## config.mk

```make
export PLATFORM = sky130hd
export DESIGN_NAME = adres_status
export DESIGN_NICKNAME = d
export VERILOG_FILES = /design/src/logic/adres_status.v
export VERILOG_INCLUDE_DIRS = /design/src /design/src/common
export SDC_FILE = /design/constraint.sdc
export NUM_CORES = 1
export LEC_CHECK = 0
export BUFFER_PORTS_ARGS = -buffer_cell sky130_fd_sc_hd__buf_2
export CAP_MARGIN = 20
export CORE_ASPECT_RATIO = 0.9
export CORE_MARGIN = 2
export CORE_UTILIZATION = 35
export CTS_CLUSTER_DIAMETER = 200
export CTS_CLUSTER_SIZE = 24
export DETAILED_ROUTE_END_ITERATION = 16
export GPL_TIMING_DRIVEN = 0
export PLACE_DENSITY = 0.66
export SLEW_MARGIN = 20
export SYNTH_ARGS = -nofsm -noshare
export SYNTH_HDL_FRONTEND = slang
export SYNTH_SLANG_ARGS = --single-unit
```

## constraint.sdc

```tcl
create_clock -name i_core_clk -period 4.85 [get_ports i_core_clk]
set_input_delay 1.2125 -clock i_core_clk [delete_from_list [all_inputs] [get_ports i_core_clk]]
set_output_delay 1.2125 -clock i_core_clk [all_outputs]
set_load 0.02 [all_outputs]
```

## src/common/adres_consts.vh

```
// Constants for the result event status block: offsets, fields, resets.
// Assumes a 32-bit APB slave with one aligned word per register.
`ifndef ADRES_CONSTS_VH
`define ADRES_CONSTS_VH

// Register byte offsets
`define ADRES_OFF_CTRL      8'h00
`define ADRES_OFF_IRQ_EN    8'h04
`define ADRES_OFF_CONV_FLG  8'h08
`define ADRES_OFF_MID_INFO  8'h0c
`define ADRES_OFF_END_INFO  8'h10
`define ADRES_OFF_MISC_FLG  8'h14

// Control register fields
`define ADRES_CTRL_ENABLE   0
`define ADRES_CTRL_SRST     1
`define ADRES_CTRL_STORE_AB 2

// Miscellaneous flag fields
`define ADRES_MISC_OVERRUN  6
`define ADRES_MISC_ABORT    7

// Intermediate info fields
`define ADRES_MID_LIST      15
`define ADRES_MID_BUF       14
`define ADRES_MID_IDX_HI    5

// End of list info fields
`define ADRES_END_LIST      7
`define ADRES_END_BUF       6

// Reset values
`define ADRES_CTRL_RST      3'h0
`define ADRES_FLAGS_RST     16'h0000
`define ADRES_IDX_RST       6'h00

`endif

```

## src/logic/adres_status.v

```verilog
// Result event status registers of a list-driven converter sequencer.
// Assumes the sequencer pulses one store event per result written to RAM
// and one abort event per executed sequence abort, all on i_core_clk.
`timescale 1ns/100ps
`include "adres_consts.vh"

// Notes on behaviour
// - Writing one to a set conversion or list-end flag clears it.
// - All flags clear while enable is low or soft reset is set.
// - Writing zero to a flag leaves it as it is.
// - Software writing one never sets a flag; only hardware sets.
// - Stored command sets conversion flag chosen by its flag select field.
// - Stored end-of-list command sets list-end flag in bit 0.
// - Double buffer: setting a set flag raises overrun; single buffer: first store of a list while any conversion flag is set.
// - Both info registers clear on soft reset or disable; read only.
// - Info bit 15 captures active command list on flag or abort.
// - Info bit 14 captures active buffer list on flag or abort.
// - Info bits 5..0 capture result index on flag, list end, abort.
// - Abort of running conversion picks aborted or last stored index.
// - Processed software abort sets abort done flag, running or idle.
// - Software abort with no conversion running keeps the captured index.
// - Hardware stop or wait abort captures index without done flag.
// - Intermediate info updates in the same cycle as its flag sets.
// - End info records the command list active at list end.
// - End info bit 6 records the buffer list active at list end.
// - Flag select zero sets nothing; value n sets conversion flag n.
// - Each conversion flag and list-end flag has its own enable bit.
module adres_status (
	input  wire        i_core_clk,
	input  wire        i_rst_b,
	input  wire        i_clk_en,
	// APB slave
	input  wire        i_psel,
	input  wire        i_penable,
	input  wire        i_pwrite,
	input  wire [7:0]  i_paddr,
	input  wire [31:0] i_pwdata,
	output wire [31:0] o_prdata,
	output wire        o_pready,
	output wire        o_pslverr,
	// Result store event from the sequencer
	input  wire        i_store_valid,
	input  wire [3:0]  i_store_flag_sel,
	input  wire        i_store_end_list,
	input  wire        i_store_first,
	input  wire [5:0]  i_store_index,
	input  wire        i_command_list,
	input  wire        i_result_buffer_list,
	input  wire        i_double_buffer,
	// Sequence abort events
	input  wire        i_abort_sw,
	input  wire        i_abort_hw,
	input  wire        i_abort_conv_busy,
	input  wire [5:0]  i_abort_index,
	// Controls seen by the sequencer
	output wire        o_module_enable,
	output wire        o_store_on_abort,
	output wire        o_conv_irq
);

	// Bus handshake and register state
	reg        pready_q;
	reg        pready_d;
	reg        pslverr_q;
	reg        pslverr_d;
	reg [31:0] prdata_q;
	reg [31:0] prdata_d;
	reg [2:0]  ctrl_q;
	reg [2:0]  ctrl_d;
	reg [15:0] irq_en_q;
	reg [15:0] irq_en_d;
	reg [15:0] conv_flag_q;
	reg [15:0] conv_flag_d;
	reg        abort_done_q;
	reg        abort_done_d;
	reg        overrun_q;
	reg        overrun_d;
	reg        mid_list_q;
	reg        mid_list_d;
	reg        mid_buf_q;
	reg        mid_buf_d;
	reg [5:0]  mid_idx_q;
	reg [5:0]  mid_idx_d;
	reg        end_list_q;
	reg        end_list_d;
	reg        end_buf_q;
	reg        end_buf_d;
	reg [5:0]  last_idx_q;
	reg [5:0]  last_idx_d;
	reg        irq_q;
	reg        irq_d;

	// Decoded events
	wire        bus_access;
	wire        wr_fire;
	wire        clear_all;
	wire [15:0] set_vec;
	wire [15:0] w1c_conv;
	wire        w1c_misc_ab;
	wire        w1c_misc_ov;
	wire        overrun_evt;
	wire        any_abort;
	wire [15:0] sel_onehot;

	// One-hot decode of the flag select field; zero selects nothing
	function [15:0] adres_flag_decode;
		input [3:0] sel;
		begin
			adres_flag_decode = 16'h0000;
			if (sel != 4'h0) begin
				adres_flag_decode[sel] = 1'b1;
			end
		end
	endfunction

	// Address match helper, shared by read and write paths
	// Only word addresses compare; bits 1:0 of the address are ignored
	function adres_hit;
		input [7:0] addr;
		input [7:0] off;
		begin
			adres_hit = (addr[7:2] == off[7:2]);
		end
	endfunction

	function adres_mapped;
		input [7:0] addr;
		begin
			adres_mapped = adres_hit(addr, `ADRES_OFF_CTRL)
				| adres_hit(addr, `ADRES_OFF_IRQ_EN)
				| adres_hit(addr, `ADRES_OFF_CONV_FLG)
				| adres_hit(addr, `ADRES_OFF_MID_INFO)
				| adres_hit(addr, `ADRES_OFF_END_INFO)
				| adres_hit(addr, `ADRES_OFF_MISC_FLG);
		end
	endfunction

	// One wait state: answer comes the cycle after the access phase opens
	assign bus_access = i_psel & i_penable;
	assign wr_fire    = bus_access & pready_q & i_pwrite & adres_mapped(i_paddr);

	// Disable or soft reset wipes flags and info; takes priority over events
	assign clear_all = ~ctrl_q[`ADRES_CTRL_ENABLE]
		| ctrl_q[`ADRES_CTRL_SRST];

	// Flag select decoded once into a one-hot conversion flag position
	assign sel_onehot = adres_flag_decode(i_store_flag_sel);

	// Hardware set vector: conversion flag plus list-end flag in bit 0
	assign set_vec = i_store_valid
		? {sel_onehot[15:1], i_store_end_list}
		: 16'h0000;

	// Write-one-to-clear masks; zero bits in the data do nothing
	assign w1c_conv    = (wr_fire & adres_hit(i_paddr, `ADRES_OFF_CONV_FLG))
		? i_pwdata[15:0] : 16'h0000;
	assign w1c_misc_ab = wr_fire & adres_hit(i_paddr, `ADRES_OFF_MISC_FLG)
		& i_pwdata[`ADRES_MISC_ABORT];
	assign w1c_misc_ov = wr_fire & adres_hit(i_paddr, `ADRES_OFF_MISC_FLG)
		& i_pwdata[`ADRES_MISC_OVERRUN];

	// Overrun: double buffer checks every flag being set again;
	// single buffer only checks conversion flags at the first store of a list
	// Overrun only reports; the repeated event still sets its flag
	assign overrun_evt = i_double_buffer
		? |(set_vec & conv_flag_q)
		: (i_store_valid & i_store_first & |conv_flag_q[15:1]);

	assign any_abort = i_abort_sw | i_abort_hw;

	// APB answer path
	// Reads of write cycles or holes give zero, so stale data never leaks
	always @* begin
		pready_d  = 1'b0;
		pslverr_d = 1'b0;
		prdata_d  = prdata_q;
		if (bus_access & ~pready_q) begin
			pready_d  = 1'b1;
			pslverr_d = ~adres_mapped(i_paddr);
			prdata_d  = 32'h0000_0000;
			if (~i_pwrite) begin
				if (adres_hit(i_paddr, `ADRES_OFF_CTRL)) begin
					prdata_d[2:0] = ctrl_q;
				end
				if (adres_hit(i_paddr, `ADRES_OFF_IRQ_EN)) begin
					prdata_d[15:0] = irq_en_q;
				end
				if (adres_hit(i_paddr, `ADRES_OFF_CONV_FLG)) begin
					prdata_d[15:0] = conv_flag_q;
				end
				if (adres_hit(i_paddr, `ADRES_OFF_MID_INFO)) begin
					prdata_d[`ADRES_MID_LIST] = mid_list_q;
					prdata_d[`ADRES_MID_BUF]  = mid_buf_q;
					prdata_d[`ADRES_MID_IDX_HI:0] = mid_idx_q;
				end
				if (adres_hit(i_paddr, `ADRES_OFF_END_INFO)) begin
					prdata_d[`ADRES_END_LIST] = end_list_q;
					prdata_d[`ADRES_END_BUF]  = end_buf_q;
				end
				if (adres_hit(i_paddr, `ADRES_OFF_MISC_FLG)) begin
					prdata_d[`ADRES_MISC_ABORT]   = abort_done_q;
					prdata_d[`ADRES_MISC_OVERRUN] = overrun_q;
				end
			end
		end
	end

	// Control and enable registers; soft reset bit falls back after one cycle
	// The soft reset pulse thus clears flags and info for exactly one cycle
	always @* begin
		ctrl_d   = ctrl_q;
		irq_en_d = irq_en_q;
		ctrl_d[`ADRES_CTRL_SRST] = 1'b0;   // Self clearing so flags restart
		if (wr_fire & adres_hit(i_paddr, `ADRES_OFF_CTRL)) begin
			ctrl_d = i_pwdata[2:0];
		end
		if (wr_fire & adres_hit(i_paddr, `ADRES_OFF_IRQ_EN)) begin
			irq_en_d = i_pwdata[15:0];
		end
	end

	// Flag registers: hardware set beats software clear in the same cycle
	// Disable or soft reset still wins over any set in that cycle
	always @* begin
		conv_flag_d  = conv_flag_q;
		abort_done_d = abort_done_q;
		overrun_d    = overrun_q;
		if (clear_all) begin
			conv_flag_d  = `ADRES_FLAGS_RST;
			abort_done_d = 1'b0;
			overrun_d    = 1'b0;
		end else begin
			// Only the hardware vector ORs in; write data never sets
			conv_flag_d  = (conv_flag_q & ~w1c_conv) | set_vec;
			abort_done_d = (abort_done_q & ~w1c_misc_ab) | i_abort_sw;
			overrun_d    = (overrun_q & ~w1c_misc_ov) | overrun_evt;
		end
	end

	// Intermediate and end-of-list information capture
	// Trade-off: a store in the same cycle as an abort loses its index
	always @* begin
		mid_list_d = mid_list_q;
		mid_buf_d  = mid_buf_q;
		mid_idx_d  = mid_idx_q;
		end_list_d = end_list_q;
		end_buf_d  = end_buf_q;
		last_idx_d = last_idx_q;
		if (clear_all) begin
			mid_list_d = 1'b0;
			mid_buf_d  = 1'b0;
			mid_idx_d  = `ADRES_IDX_RST;
			end_list_d = 1'b0;
			end_buf_d  = 1'b0;
			last_idx_d = `ADRES_IDX_RST;
		end else if (any_abort) begin
			// Abort outranks a store seen in the same cycle
			mid_list_d = i_command_list;
			mid_buf_d  = i_result_buffer_list;
			// Stop or wait abort: last stored index, never abort-done
			if (i_abort_hw) begin
				mid_idx_d = last_idx_q;
			end else if (i_abort_conv_busy) begin
				// Store-on-abort keeps the aborted result, so it is newest
				mid_idx_d = ctrl_q[`ADRES_CTRL_STORE_AB]
					? i_abort_index : last_idx_q;
			end
			// Idle abort, waiting on a trigger: index stays put
			if (i_abort_conv_busy & ctrl_q[`ADRES_CTRL_STORE_AB]) begin
				last_idx_d = i_abort_index;
			end
		end else if (i_store_valid) begin
			last_idx_d = i_store_index;
			if (|set_vec) begin
				mid_idx_d = i_store_index;
			end
			if (|set_vec[15:1]) begin
				mid_list_d = i_command_list;
				mid_buf_d  = i_result_buffer_list;
			end
			if (set_vec[0]) begin
				end_list_d = i_command_list;
				end_buf_d  = i_result_buffer_list;
			end
		end
	end

	// Interrupt request from the next flag state, so it tracks the flags
	// Registered, so the request pin comes straight from a flip-flop
	always @* begin
		irq_d = |(conv_flag_d & irq_en_d);
	end

	// State update; the clock enable freezes everything while low
	// Limitation: with the enable low the APB answer stalls as well
	always @(posedge i_core_clk or negedge i_rst_b) begin
		if (!i_rst_b) begin
			pready_q     <= 1'b0;
			pslverr_q    <= 1'b0;
			prdata_q     <= 32'h0000_0000;
			ctrl_q       <= `ADRES_CTRL_RST;
			irq_en_q     <= `ADRES_FLAGS_RST;
			conv_flag_q  <= `ADRES_FLAGS_RST;
			abort_done_q <= 1'b0;
			overrun_q    <= 1'b0;
			mid_list_q   <= 1'b0;
			mid_buf_q    <= 1'b0;
			mid_idx_q    <= `ADRES_IDX_RST;
			end_list_q   <= 1'b0;
			end_buf_q    <= 1'b0;
			last_idx_q   <= `ADRES_IDX_RST;
			irq_q        <= 1'b0;
		end else if (i_clk_en) begin
			pready_q     <= pready_d;
			pslverr_q    <= pslverr_d;
			prdata_q     <= prdata_d;
			ctrl_q       <= ctrl_d;
			irq_en_q     <= irq_en_d;
			conv_flag_q  <= conv_flag_d;
			abort_done_q <= abort_done_d;
			overrun_q    <= overrun_d;
			mid_list_q   <= mid_list_d;
			mid_buf_q    <= mid_buf_d;
			mid_idx_q    <= mid_idx_d;
			end_list_q   <= end_list_d;
			end_buf_q    <= end_buf_d;
			last_idx_q   <= last_idx_d;
			irq_q        <= irq_d;
		end
	end

	// All outputs straight from flip-flops
	assign o_prdata         = prdata_q;
	assign o_pready         = pready_q;
	assign o_pslverr        = pslverr_q;
	assign o_module_enable  = ctrl_q[`ADRES_CTRL_ENABLE];
	assign o_store_on_abort = ctrl_q[`ADRES_CTRL_STORE_AB];
	assign o_conv_irq       = irq_q;

endmodule // adres_status
```

==> out/results.tsv <==
stage	metric	value	unit
outcome	status	completed	
placed_design	placed_cells	699	
cts	cts-resized-gates	0	
setup_path	critPathSlowestCell	nor4_2	
logic_synthesis	async_flop_share	1.000	
finish	mostFrequentLayoutCells	nand2_1 (72), dfrtp_1 (72), buf_2 (70)	
finish	fin_cells	714	
pwr	ir_drop	0.2263	mV
logic_synthesis	synth_edf_count	0	
cts	cts_hold_buf	0	
floorplan	initial_core_util	0.3635	
logic_synthesis	ys_ff_latch	72	
global_route	use_met2	0.3208	
placed_design	gp_congestion	0.9431	
global_route	grt_max_degree	44	
setup_path	cp_data_required_time	5.01	ns
finish	area_delta_synth_final	22.93	%
setup_path	critical_path.max_fanout	10	
drt	finalWirelength	13.09	mm
global_route	busiest_layer	met2	
logic_synthesis	ys_types	53	
drt	drc	0	
timing	setup-violations-final	0	
timing	drv_slew	0	
logic_synthesis	syn_avg_cell_area	9.205	sq um
global_route	grt_use_met1	0.3050	
setup_path	critPathCaptureType	flip-flop	
floorplan	fp-row-count	37	
setup_path	crit_chain	buf_2, nor4_2, and3_1, buf_4, nand2_1, a21oi_1, o32ai_1, nor4_1, a31oi_1	
setup_path	start_kind	input port	
cts	clock_tree.buffer_depth	2	
finish	post-route-util	0.4468	
drt	firstDrtPassIters	5	
global_route	grt_pass1_vias	3853	
logic_synthesis	synthCells	457	
logic_synthesis	synth_seq_area_share	0.4283	
hold_path	worstHoldPathType	flip-flop to flip-flop	
timing	tightestPinTransition	0.9371	ns
drt	vias	3884	
setup_path	crit_arrival	3.75	ns
drt	drtIter0Drc	308	
global_route	met3_usage	0.04589	
finish	drive_gt1_frac	0.2634	
timing	rsz0062_at_grt	no	
setup_path	path_buf_inv	2	
floorplan	die_h	108.0	um
timing	post-route-period-util	0.7410	
logic_synthesis	synth_area_leader_cell	dfrtp_1	
timing	whs	0.4750	ns
placed_design	io_buffers	70	
timing	relSlewSlack	0.3705	
cts	clk_latency	0.34	ns
pwr	cellPowerDensity	292.7	nW/um^2
cts	cts_tree	yes	
setup_path	critPathTopFamily	simple AND/OR/NAND/NOR gates	
cts	numClockSinks	72	
cts	root_buffer	clkbuf_16	
cts	clkTransAtPathRegs	0.06	ns
cts	htreeDepth	3	
logic_synthesis	ys.flop_type	dfrtp_1	
drt	via_per_inst	5.440	
finish	final_nets	625	
global_route	antenna_found_initial	0	
floorplan	die_x	119.6	um
global_route	track_usage	0.2122	
drt	wl_per_cell	18.33	um
timing	hold_viol_final	0	
finish	num_antenna_cells	0	
floorplan	core-area	11570	sq um
logic_synthesis	yosys_warnings	0	
placed_design	hpwl	10.05	mm
setup_path	path_class	input port to flip-flop	
setup_path	cpPeakStageDelay	0.75	ns
timing	fin_crit	3.594	ns
floorplan	ios	108	
pwr	finalPower	0.001514	W
timing	tns	0	ns
floorplan	dieArea	12910	sq um
logic_synthesis	yosysTopAreaCellShare	0.4283	
drt	ant_nets	0	
finish	nFillCells	1169	
timing	skew	0.006013	ns
timing	clock.fmax	278.2	MHz
cts	cts_inserted_buffers	9	
logic_synthesis	yosys-top-cells-area	dfrtp_1 (43%), mux2_2 (8.6%), nand2_1 (6.4%), mux2i_1 (5.7%), o21ai_0 (3.7%)	
run	max_cap_violations	0	
cts	post_cts_buffers	0	
pwr	p_leak	2.279	nW
global_route	grt_pass1_wl	20.85	mm
global_route	grt_overflow_total	0	
logic_synthesis	synth_area	4207	sq um
==> layer usage <==
metal,share of wire,vias to the layer above
met5,0,-
met4,0.015,0
met3,0.084,22
met2,0.44,177
met1,0.46,1858
li1,-,1827
==> flip-flops by register name, summed over array words and instances (netlist names), 3 cells and up <==
register / flops
ctrl_q: 3
irq_en_q: 16
mid_idx_q: 6
last_idx_q: 6
conv_flag_q: 16
o_prdata: 16
==> where the power goes <==
group          switching (W)  total [W]  leakage, nW  internal, W
Clock               0.000248   0.000751        0.168     0.000504
Combinational      0.0000933   0.000144         1.13    0.0000511
Sequential        0.00000652   0.000618        0.985     0.000612
==> cell type report <==
class	count	area, sq um	share of cell area
Buffer	46	261.5	0.05057
Clock buffer	13	280.3	0.05420
Clock inverter	2	60.06	0.01161
Inverter	9	33.78	0.006533
Multi-Input combinational cell	345	2166	0.4188
Sequential cell	72	1802	0.3484
Tap cell	156	195.2	0.03774
Timing Repair Buffer	71	372.9	0.07210
==> synthesized netlist by cell type (2+ instances only) <==
cell,instances
o41ai_1,3
a22o_1,3
nor3_1,7
clkbuf_1,24
nor2_1,34
a31oi_1,14
dfrtp_1,72
nand3b_1,2
and4_1,2
o21ai_1,2
nand3_1,5
nand2_1,72
a21oi_1,16
nand2b_1,4
buf_1,2
o22ai_1,3
inv_1,9
nor4_1,5
or2_2,3
o32ai_1,8
a222oi_1,2
mux2_2,32
and2_1,2
mux2i_1,24
nand4_1,6
nor2b_1,2
o31ai_1,9
and3_1,4
buf_4,17
a32oi_1,5
a22oi_1,11
nor3b_1,2
o21ai_0,31
==> logic make-up (layout without fill, tap and decap cells) <==
family / Yosys count / in the layout / synth area share
and+or+nand+nor: 157 / 157 / 0.1755
AOI/OAI and AO/OA: 115 / 115 / 0.1797
DFF: 72 / 72 / 0.4283
muxes: 57 / 57 / 0.1454
buffers and inverters: 55 / 141 / 0.07020
other: 1 / 16 / 0.0008915
==> worst paths after layout <==
check                      slack, ns             to   startpoint  cells after the start
setup / recovery                1.26     o_conv_irq   i_paddr[7]                      9
hold / removal                  0.47    o_prdata[8]  o_prdata[8]                      2
setup reg to reg                2.24     o_conv_irq     o_pready                      9
hold reg to reg                 0.47    o_prdata[8]  o_prdata[8]                      2
max in group asynchronous       3.46    o_prdata[7]      i_rst_b                      2
min in group asynchronous       0.81  last_idx_q[3]      i_rst_b                      1
==> worst min-delay path: stages (launching register included) <==
cell	delay [ns]
dfrtp_1	0.34
nand2_1	0.05
o21ai_0	0.06
==> stage by stage <==
| step | worst slack, ns | area (sq um) |
|---|---|---|
| after floorplan | 1.892 | 4263 |
| after global placement | 0.9717 | 4808 |
| after detailed placement | 1.017 | 4831 |
| after CTS | 1.346 | 5171 |
| after global routing | 1.186 | 5171 |
| final | 1.256 | 5171 |
Note: power is estimated with default switching activity, not from simulation.
